[src/rtl/nab_consts.svh]
// Constants of the nibble ALU datapath: widths, reset values, encodings.
// Assumes inclusion by bare name from package and modules.
`ifndef NAB_CONSTS_SVH
`define NAB_CONSTS_SVH

// ==========================================================
// Widths
`define NAB_NIB_W        4
`define NAB_PTR_W        3
`define NAB_PAGE_W       7
`define NAB_ROM_W        10
`define NAB_ROM_ADDR_W   14

// ==========================================================
// Page limits
`define NAB_PAGE_MAX_SMALL 7'h3F
`define NAB_PAGE_MAX_LARGE 7'h5F

// ==========================================================
// Reset values
`define NAB_ACC_RST      4'h0
`define NAB_AUX_RST      4'h0
`define NAB_PTR_RST      3'h0
`define NAB_CARRY_RST    1'b0

// ==========================================================
// ROM word fields
`define NAB_ROM_UP_HI    9
`define NAB_ROM_UP_LO    8
`define NAB_ROM_AUX_HI   7
`define NAB_ROM_AUX_LO   4
`define NAB_ROM_ACC_HI   3
`define NAB_ROM_ACC_LO   0

`endif

[src/rtl/nab_pkg.sv]
// Types of the nibble ALU datapath.
// Assumes nab_consts.svh on the include path.
`default_nettype none
`include "nab_consts.svh"

package nab_pkg;

  // ==========================================================
  // Operations
  typedef enum logic [3:0] {
    NAB_NOP                   = 4'h0,
    NAB_LOAD_IMMEDIATE_OP     = 4'h1,
    NAB_TABLE_READ_OP         = 4'h2,
    NAB_MEMORY_ADD_OP         = 4'h3,
    NAB_MEMORY_ADD_CARRY_OP   = 4'h4,
    NAB_ADD_IMMEDIATE_OP      = 4'h5,
    NAB_AND_OP                = 4'h6,
    NAB_OR_OP                 = 4'h7,
    NAB_CARRY_SET_OP          = 4'h8,
    NAB_CARRY_CLEAR_OP        = 4'h9,
    NAB_CARRY_TEST_SKIP_OP    = 4'hA,
    NAB_COMPLEMENT_OP         = 4'hB,
    NAB_ROTATE_RIGHT_CARRY_OP = 4'hC,
    NAB_BIT_SET_OP            = 4'hD,
    NAB_BIT_CLEAR_OP          = 4'hE,
    NAB_BIT_TEST_SKIP_OP      = 4'hF
  } nab_op_t;

  // ==========================================================
  // Instruction carrier
  typedef struct packed {
    nab_op_t                    op;
    logic [`NAB_NIB_W-1:0]      imm;
    logic [`NAB_PAGE_W-1:0]     page;
  } nab_instr_t;

  // ==========================================================
  // Table read sequencer, Gray coded
  typedef enum logic [1:0] {
    NAB_IDLE  = 2'b00,
    NAB_FETCH = 2'b01,
    NAB_LOAD  = 2'b11
  } nab_state_t;

endpackage : nab_pkg
`default_nettype wire

[src/rtl/nab_nibble_add.sv]
// Four-bit adder with carry in and carry out.
// Pure combinational; used inside the datapath clock domain.
`default_nettype none
`include "nab_consts.svh"

module nab_nibble_add (
  // Operands
  input  wire logic [`NAB_NIB_W-1:0] a,
  input  wire logic [`NAB_NIB_W-1:0] b,
  input  wire logic                  cin,
  // Result
  output logic      [`NAB_NIB_W-1:0] sum,
  output logic                       cout
);
  import nab_pkg::*;

  logic [`NAB_NIB_W:0] full;

  assign full = {1'b0, a} + {1'b0, b} + {{`NAB_NIB_W{1'b0}}, cin};
  assign sum  = full[`NAB_NIB_W-1:0];
  assign cout = full[`NAB_NIB_W];

endmodule : nab_nibble_add
`default_nettype wire

[src/rtl/nab_bit_unit.sv]
// Single-bit set, clear and test on one memory nibble.
// Pure combinational; index in range 0 to 3.
`default_nettype none
`include "nab_consts.svh"

module nab_bit_unit (
  // Operand
  input  wire logic [`NAB_NIB_W-1:0] nibble,
  input  wire logic [1:0]            index,
  // Results
  output logic      [`NAB_NIB_W-1:0] set_val,
  output logic      [`NAB_NIB_W-1:0] clear_val,
  output logic                       bit_val
);
  import nab_pkg::*;

  logic [`NAB_NIB_W-1:0] mask;

  assign mask      = 4'h1 << index;
  assign set_val   = nibble | mask;
  assign clear_val = nibble & ~mask;
  assign bit_val   = nibble[index];

endmodule : nab_bit_unit
`default_nettype wire

[src/rtl/nab_core.sv]
// Execution datapath for load, table read, add, logic, carry and bit ops.
// Assumes ROM data valid the cycle after rom_req, memory nibble valid with instr.
//
// Overview of operation
// - Load immediate writes accumulator
// - Repeated loads after the first are skipped
// - Table read fills accumulator and auxiliary from ROM
// - Upper transfer flag loads pointer, clears bit two
// - Table read uses one stack level
// - Memory add, carry untouched
// - Add with carry updates carry flag
// - Add immediate keeps carry unchanged
// - Add immediate skips when no overflow
// - AND accumulator with memory nibble
// - OR accumulator with memory nibble
// - Carry set forces carry one
// - Carry clear forces carry zero
// - Carry test skips when carry zero
// - Complement inverts accumulator
// - Rotate right through carry
// - Bit set on memory nibble
// - Bit clear on memory nibble
// - Bit test skips when bit zero
// - Table page limited per variant
`default_nettype none
`include "nab_consts.svh"

module nab_core #(
  parameter logic LARGE_VARIANT = 1'b0
) (
  // Clock and reset
  input  wire logic                        ref_clk,
  input  wire logic                        rst,
  // Instruction stream
  input  wire logic                        instr_valid,
  input  wire nab_pkg::nab_instr_t         instr,
  output logic                             instr_ready,
  // Configuration
  input  wire logic                        table_upper_transfer_flag,
  // Data memory nibble
  input  wire logic [`NAB_NIB_W-1:0]       addressed_memory_nibble,
  output logic      [`NAB_NIB_W-1:0]       mem_wdata,
  output logic                             mem_we,
  // Program ROM
  output logic      [`NAB_ROM_ADDR_W-1:0]  rom_addr,
  output logic                             rom_req,
  input  wire logic [`NAB_ROM_W-1:0]       rom_data,
  // Return stack
  output logic                             return_stack_push,
  output logic                             return_stack_pop,
  output logic                             return_stack_held,
  // Register state
  output logic      [`NAB_NIB_W-1:0]       acc,
  output logic      [`NAB_NIB_W-1:0]       aux,
  output logic      [`NAB_PTR_W-1:0]       pointer,
  output logic                             carry_flag,
  // Sequencing
  output logic                             skip_next,
  output logic                             page_error
);
  import nab_pkg::*;

  // ==========================================================
  // Decode
  localparam logic [`NAB_PAGE_W-1:0] PAGE_MAX =
    LARGE_VARIANT ? `NAB_PAGE_MAX_LARGE : `NAB_PAGE_MAX_SMALL;

  nab_state_t            state;
  nab_state_t            next_state;
  logic                  last_was_load;
  logic                  take;
  logic                  discard;
  logic                  exec;
  logic                  page_ok;
  logic                  next_skip;

  logic [`NAB_NIB_W-1:0] add_b;
  logic                  add_cin;
  logic [`NAB_NIB_W-1:0] add_sum;
  logic                  add_cout;
  logic [`NAB_NIB_W-1:0] bit_set_val;
  logic [`NAB_NIB_W-1:0] bit_clear_val;
  logic                  bit_val;

  assign take    = instr_valid && instr_ready && (state == NAB_IDLE);
  assign discard = skip_next ||
                   (instr.op == NAB_LOAD_IMMEDIATE_OP && last_was_load);
  assign exec    = take && !discard;
  assign page_ok = (instr.page <= PAGE_MAX);

  // ==========================================================
  // Arithmetic and bit units
  always_comb begin
    add_b   = addressed_memory_nibble;
    add_cin = 1'b0;
    case (instr.op)
      NAB_MEMORY_ADD_CARRY_OP: begin
        add_cin = carry_flag;
      end
      NAB_ADD_IMMEDIATE_OP: begin
        add_b = instr.imm;
      end
      default: begin
        add_b   = addressed_memory_nibble;
        add_cin = 1'b0;
      end
    endcase
  end

  nab_nibble_add u_add (
    .a    (acc),
    .b    (add_b),
    .cin  (add_cin),
    .sum  (add_sum),
    .cout (add_cout)
  );

  nab_bit_unit u_bit (
    .nibble    (addressed_memory_nibble),
    .index     (instr.imm[1:0]),
    .set_val   (bit_set_val),
    .clear_val (bit_clear_val),
    .bit_val   (bit_val)
  );

  // ==========================================================
  // Skip decision
  always_comb begin
    next_skip = 1'b0;
    if (exec) begin
      case (instr.op)
        NAB_ADD_IMMEDIATE_OP:   next_skip = !add_cout;
        NAB_CARRY_TEST_SKIP_OP: next_skip = !carry_flag;
        NAB_BIT_TEST_SKIP_OP:   next_skip = !bit_val;
        default:                next_skip = 1'b0;
      endcase
    end
  end

  always_ff @(posedge ref_clk) begin
    if (rst) begin
      skip_next <= 1'b0;
    end else if (take) begin
      skip_next <= next_skip;
    end
  end

  always_ff @(posedge ref_clk) begin
    if (rst) begin
      last_was_load <= 1'b0;
    end else if (take) begin
      last_was_load <= (instr.op == NAB_LOAD_IMMEDIATE_OP);
    end
  end

  // ==========================================================
  // Table read sequencer
  always_comb begin
    next_state = state;
    case (state)
      NAB_IDLE: begin
        if (exec && instr.op == NAB_TABLE_READ_OP && page_ok) begin
          next_state = NAB_FETCH;
        end
      end
      NAB_FETCH: next_state = NAB_LOAD;
      NAB_LOAD:  next_state = NAB_IDLE;
      default:   next_state = NAB_IDLE;
    endcase
  end

  always_ff @(posedge ref_clk) begin
    if (rst) begin
      state <= NAB_IDLE;
    end else begin
      state <= next_state;
    end
  end

  always_ff @(posedge ref_clk) begin
    if (rst) begin
      instr_ready <= 1'b1;
    end else begin
      instr_ready <= (next_state == NAB_IDLE);
    end
  end

  always_ff @(posedge ref_clk) begin
    if (rst) begin
      rom_addr <= '0;
      rom_req  <= 1'b0;
    end else begin
      rom_req <= (state == NAB_IDLE) && (next_state == NAB_FETCH);
      if ((state == NAB_IDLE) && (next_state == NAB_FETCH)) begin
        rom_addr <= {instr.page, pointer, acc};
      end
    end
  end

  always_ff @(posedge ref_clk) begin
    if (rst) begin
      page_error <= 1'b0;
    end else if (exec && instr.op == NAB_TABLE_READ_OP) begin
      page_error <= !page_ok;
    end
  end

  // ==========================================================
  // Return stack use
  always_ff @(posedge ref_clk) begin
    if (rst) begin
      return_stack_push <= 1'b0;
      return_stack_pop  <= 1'b0;
      return_stack_held <= 1'b0;
    end else begin
      return_stack_push <= (state == NAB_IDLE) && (next_state == NAB_FETCH);
      return_stack_pop  <= (state == NAB_LOAD);
      return_stack_held <= (next_state != NAB_IDLE);
    end
  end

  // ==========================================================
  // Accumulator
  always_ff @(posedge ref_clk) begin
    if (rst) begin
      acc <= `NAB_ACC_RST;
    end else if (state == NAB_LOAD) begin
      acc <= rom_data[`NAB_ROM_ACC_HI:`NAB_ROM_ACC_LO];
    end else if (exec) begin
      case (instr.op)
        NAB_LOAD_IMMEDIATE_OP:     acc <= instr.imm;
        NAB_MEMORY_ADD_OP:         acc <= add_sum;
        NAB_MEMORY_ADD_CARRY_OP:   acc <= add_sum;
        NAB_ADD_IMMEDIATE_OP:      acc <= add_sum;
        NAB_AND_OP:                acc <= acc & addressed_memory_nibble;
        NAB_OR_OP:                 acc <= acc | addressed_memory_nibble;
        NAB_COMPLEMENT_OP:         acc <= ~acc;
        NAB_ROTATE_RIGHT_CARRY_OP: acc <= {carry_flag, acc[3:1]};
        default:                   acc <= acc;
      endcase
    end
  end

  // ==========================================================
  // Auxiliary and pointer
  always_ff @(posedge ref_clk) begin
    if (rst) begin
      aux     <= `NAB_AUX_RST;
      pointer <= `NAB_PTR_RST;
    end else if (state == NAB_LOAD) begin
      aux <= rom_data[`NAB_ROM_AUX_HI:`NAB_ROM_AUX_LO];
      if (table_upper_transfer_flag) begin
        pointer <= {1'b0, rom_data[`NAB_ROM_UP_HI:`NAB_ROM_UP_LO]};
      end
    end
  end

  // ==========================================================
  // Carry flag
  always_ff @(posedge ref_clk) begin
    if (rst) begin
      carry_flag <= `NAB_CARRY_RST;
    end else if (exec) begin
      case (instr.op)
        NAB_MEMORY_ADD_CARRY_OP:   carry_flag <= add_cout;
        NAB_CARRY_SET_OP:          carry_flag <= 1'b1;
        NAB_CARRY_CLEAR_OP:        carry_flag <= 1'b0;
        NAB_ROTATE_RIGHT_CARRY_OP: carry_flag <= acc[0];
        default:                   carry_flag <= carry_flag;
      endcase
    end
  end

  // ==========================================================
  // Memory write
  always_ff @(posedge ref_clk) begin
    if (rst) begin
      mem_we    <= 1'b0;
      mem_wdata <= '0;
    end else begin
      mem_we <= exec && (instr.op == NAB_BIT_SET_OP || instr.op == NAB_BIT_CLEAR_OP);
      if (exec && instr.op == NAB_BIT_SET_OP) begin
        mem_wdata <= bit_set_val;
      end else if (exec && instr.op == NAB_BIT_CLEAR_OP) begin
        mem_wdata <= bit_clear_val;
      end
    end
  end
endmodule : nab_core
`default_nettype wire

[config.mk]
export PLATFORM = sky130hd
export DESIGN_NAME = nab_core
export DESIGN_NICKNAME = d
export VERILOG_FILES = /design/src/rtl/nab_pkg.sv /design/src/rtl/nab_nibble_add.sv /design/src/rtl/nab_bit_unit.sv /design/src/rtl/nab_core.sv
export VERILOG_INCLUDE_DIRS = /design/src /design/src/rtl
export SDC_FILE = /design/constraint.sdc
export NUM_CORES = 1
export LEC_CHECK = 0
export ABC_AREA = 1
export BUFFER_PORTS_ARGS = -buffer_cell sky130_fd_sc_hd__clkbuf_2
export CORE_MARGIN = 4
export CORE_UTILIZATION = 51
export DETAILED_ROUTE_END_ITERATION = 8
export PLACE_DENSITY = 0.8
export SYNTH_ARGS = -nofsm -noshare
export SYNTH_HDL_FRONTEND = slang
export SYNTH_SLANG_ARGS = --single-unit
export TNS_END_PERCENT = 30
[constraint.sdc]
create_clock -name ref_clk -period 2.75 [get_ports ref_clk]
set_input_delay 0.4125 -clock ref_clk [delete_from_list [all_inputs] [get_ports ref_clk]]
set_output_delay 0.4125 -clock ref_clk [all_outputs]
set_load 0.01 [all_outputs]
==> results by group <==
Status
  • Outcome: finished, final reports clean

Cells and area
  • Filler cell count in the final layout: 370
  • Net count, final: 421
  • Layout overhead on the synthesized area: 22.3%
  • Antenna diode count: 0
  • Fraction of final layout cells sized beyond drive strength 1: 0.276

Floorplan
  • Die Outline Area: 5410 um2
  • Die outline height: 73.5 um
  • Effective utilization at floorplan: 0.536
  • Floorplan Core Area: 4090 um2
  • Placement row count: 23
  • Width of the die: 73.5 um
  • Top-Level Pins: 71

Pwr
  • Power density normalized to cell area: 504 nW/um2
  • Peak ir drop on the vdd network: 0.551 mV
  • Leakage dissipation: 1.37 nW

Synthesis
  • Synthesized cell area: 2190 um2
  • Register bit count reported by yosys: 38
  • Main synth FF type: sky130_fd_sc_hd__dfxtp_1
  • Cell types with the highest counts after synthesis: sky130_fd_sc_hd__nand2_1 (70), sky130_fd_sc_hd__nor2_1 (39), sky130_fd_sc_hd__dfxtp_1 (38)
  • Sequential-to-total area share from yosys stat: 0.347
  • Synth Instances: 316
  • Post-synth EDFFs: 0
  • Synth area leaders: sky130_fd_sc_hd__dfxtp_1 (35%), sky130_fd_sc_hd__nand2_1 (12%), sky130_fd_sc_hd__nor2_1 (6.7%), sky130_fd_sc_hd__o21ai_0 (6.4%), sky130_fd_sc_hd__inv_1 (6.2%)
  • Mean Syn Cell Area: 6.93 um2
  • Number of distinct library cell variants in the gate-level netlist after synthesis: 33
  • Proportion of netlist area held by the largest area contributor: 0.347
  • Count of synthesis-stage warnings from yosys: 0
  • Most instantiated library cell after synthesis: sky130_fd_sc_hd__nand2_1
  • Leading area contributor after synthesis: sky130_fd_sc_hd__dfxtp_1
  • Share of async-settable or async-resettable flops after synthesis: 0

Hold path
  • Hold WC Path Type: input port to register

Placed design
  • Count of port buffers added during placement: 68
  • Final RePlAce weighted congestion: 0.909
  • Half-perimeter wire length after placement: 4490 um

Global route
  • Global-route wire length before repair: 9450 um
  • Antenna violations before repair: 0
  • Largest net degree at the start of global routing: 24
  • Number of global-route vias before repair: 2078
  • GR Util All Layers: 0.221
  • Overall overflow remaining after global route: 0

Setup path
  • Largest driver fanout on the critical path: 6
  • Sort of element at the start of the critical path: input port
  • Crit. End Element: register
  • Type of the worst setup path: input port to register
  • Signal arrival time at the worst endpoint: 2.47 ns
  • Data required, critical path: 2.97 ns

Drt
  • Via count of the routed design: 2251
  • Post-DR wirelength/cell: 13.1 um
  • Detailed-route vias per instance: 5.19
  • Initial detailed-routing violation count: 117
  • Detailed-route wire length: 5700 um
  • Count of nets left with antenna violations after detail routing: 0
  • DR pass1 iterations: 5
  • DRC Markers: 0

STA
  • Achievable clock frequency: 0.444 GHz
  • Slew Viols, Final: 0
  • Max-slew headroom at the worst pin: 0.616
  • Setup Viol. Count Final: 0
  • Hold WS: 0.364 ns
  • Number of hold violations in the final report: 0
  • Transition time at the pin with the least slew margin: 0.576 ns
  • Total negative slack for setup checks: 0 ns
  • Final cycle utilization of the critical path: 0.819
  • Worst clock skew on the final layout: 0.00793 ns
  • Post-route minimum period: 2.25 ns
  • Setup repair after global routing missed its margin: false

Clock tree
  • Clock sink count: 38
  • Clock tree root driver cell: sky130_fd_sc_hd__clkbuf_8
  • Inserted Clock Buffers: 5
  • Gates resized, CTS repair: 0
  • Clock-pin slew reported for the worst setup and hold paths after clock tree synthesis: 0.08 ns
  • Count of hold-fix buffers inserted at cts: 0
  • H-tree depth: 2
  • Clk_lat worst skew: 0.29 ns
  • Post-CTS repair timing setup buffer count: 0
  • Clock tree from TritonCTS: done
  • Maximum clock insertion buffer count: 2

Run
  • Max_cap viols: 0
final timing paths:
| check | from | to | slack, ns | cells past startpoint |
|---|---|---|---|---|
| worst max register to register | carry_flag | skip_next | 0.75 | 10 |
| worst max-delay path | instr[14] | acc[1] | 0.50 | 13 |
| worst min register to register | state[1] | state[1] | 0.46 | 1 |
| worst min-delay path | instr[4] | rom_addr[11] | 0.36 | 3 |
through the flow:
step	util	setup WS, ns	power (W)	cells	cell area (um2)
3_3_place_gp	0.621	0.303	0.000776	426	2540
5_1_grt	0.656	0.324	0.00141	434	2680
4_1_cts	0.656	0.506	0.00135	434	2680
2_1_floorplan	-	0.454	0.000709	317	2190
3_5_place_dp	0.621	0.209	0.000778	426	2540
6_report	0.656	0.497	0.00135	434	2680
power by group:
group / internal [W] / switching, W
registers: 0.000561 / 0.0000145
clock network: 0.000387 / 0.000195
logic: 0.0000697 / 0.000123
registers in the layout, summed over array words and instances, names as in the netlist, 2 cells and up:
name       count
mem_wdata      4
state          2
rom_addr      13
aux            4
acc            4
pointer        2
critical path, stage by stage:
cell and delay, ns:
sky130_fd_sc_hd__clkbuf_2 0.13, sky130_fd_sc_hd__inv_1 0.08, sky130_fd_sc_hd__nand2_1 0.09, sky130_fd_sc_hd__nor2_1 0.27, sky130_fd_sc_hd__o21ai_0 0.17, sky130_fd_sc_hd__fa_1 0.44
sky130_fd_sc_hd__inv_1 0.08, sky130_fd_sc_hd__fa_1 0.39, sky130_fd_sc_hd__o21ai_0 0.16, sky130_fd_sc_hd__inv_1 0.05, sky130_fd_sc_hd__nand2_1 0.06, sky130_fd_sc_hd__a21oi_1 0.06
sky130_fd_sc_hd__nor2_1 0.08
cell usage in the layout, fill, tap and decap left out, types with 9 or more instances in the layout:
cell type                  count
sky130_fd_sc_hd__a21oi_1      24
sky130_fd_sc_hd__clkbuf_2     68
sky130_fd_sc_hd__nor2_1       39
sky130_fd_sc_hd__nand2_4       9
sky130_fd_sc_hd__dfxtp_1      38
sky130_fd_sc_hd__nand2_1      70
sky130_fd_sc_hd__nand3_1      22
sky130_fd_sc_hd__a21oi_2       9
sky130_fd_sc_hd__o21ai_0      28
sky130_fd_sc_hd__inv_1        36
cells by family (layout without fill, tap and decap cells):
kind of cell    Yosys count  count (layout)  share of synthesized area
xor+xnor                  1               1                    0.00400
other cells               1               2                    0.00171
mux                       1               1                    0.00457
fa+ha+maj                 5               5                     0.0354
flops                    38              38                      0.347
buf+inv                  48             115                     0.0977
simple gates            157             157                      0.339
compound gates           65              65                      0.170
per-layer routing:
layer,part of all wire,global-route usage,vias up,routed length [um]
met3,0.073,0.0424,8,418
met4,0.0081,0.0443,0,46
li1,-,-,1151,-
met2,0.47,0.348,92,2680
met1,0.45,0.315,1000,2550
met5,0,0,-,0
cell type report:
type,instances,area (um2),share of cell area
clock buffer,6,82.6,0.0308
sequential,38,761,0.284
inverter,38,145,0.0542
clock inverter,2,60.1,0.0224
multi-input combinational,231,1220,0.455
timing repair buffer,69,348,0.130
tap,50,62.6,0.0234
(Power assumes the default switching activity.)
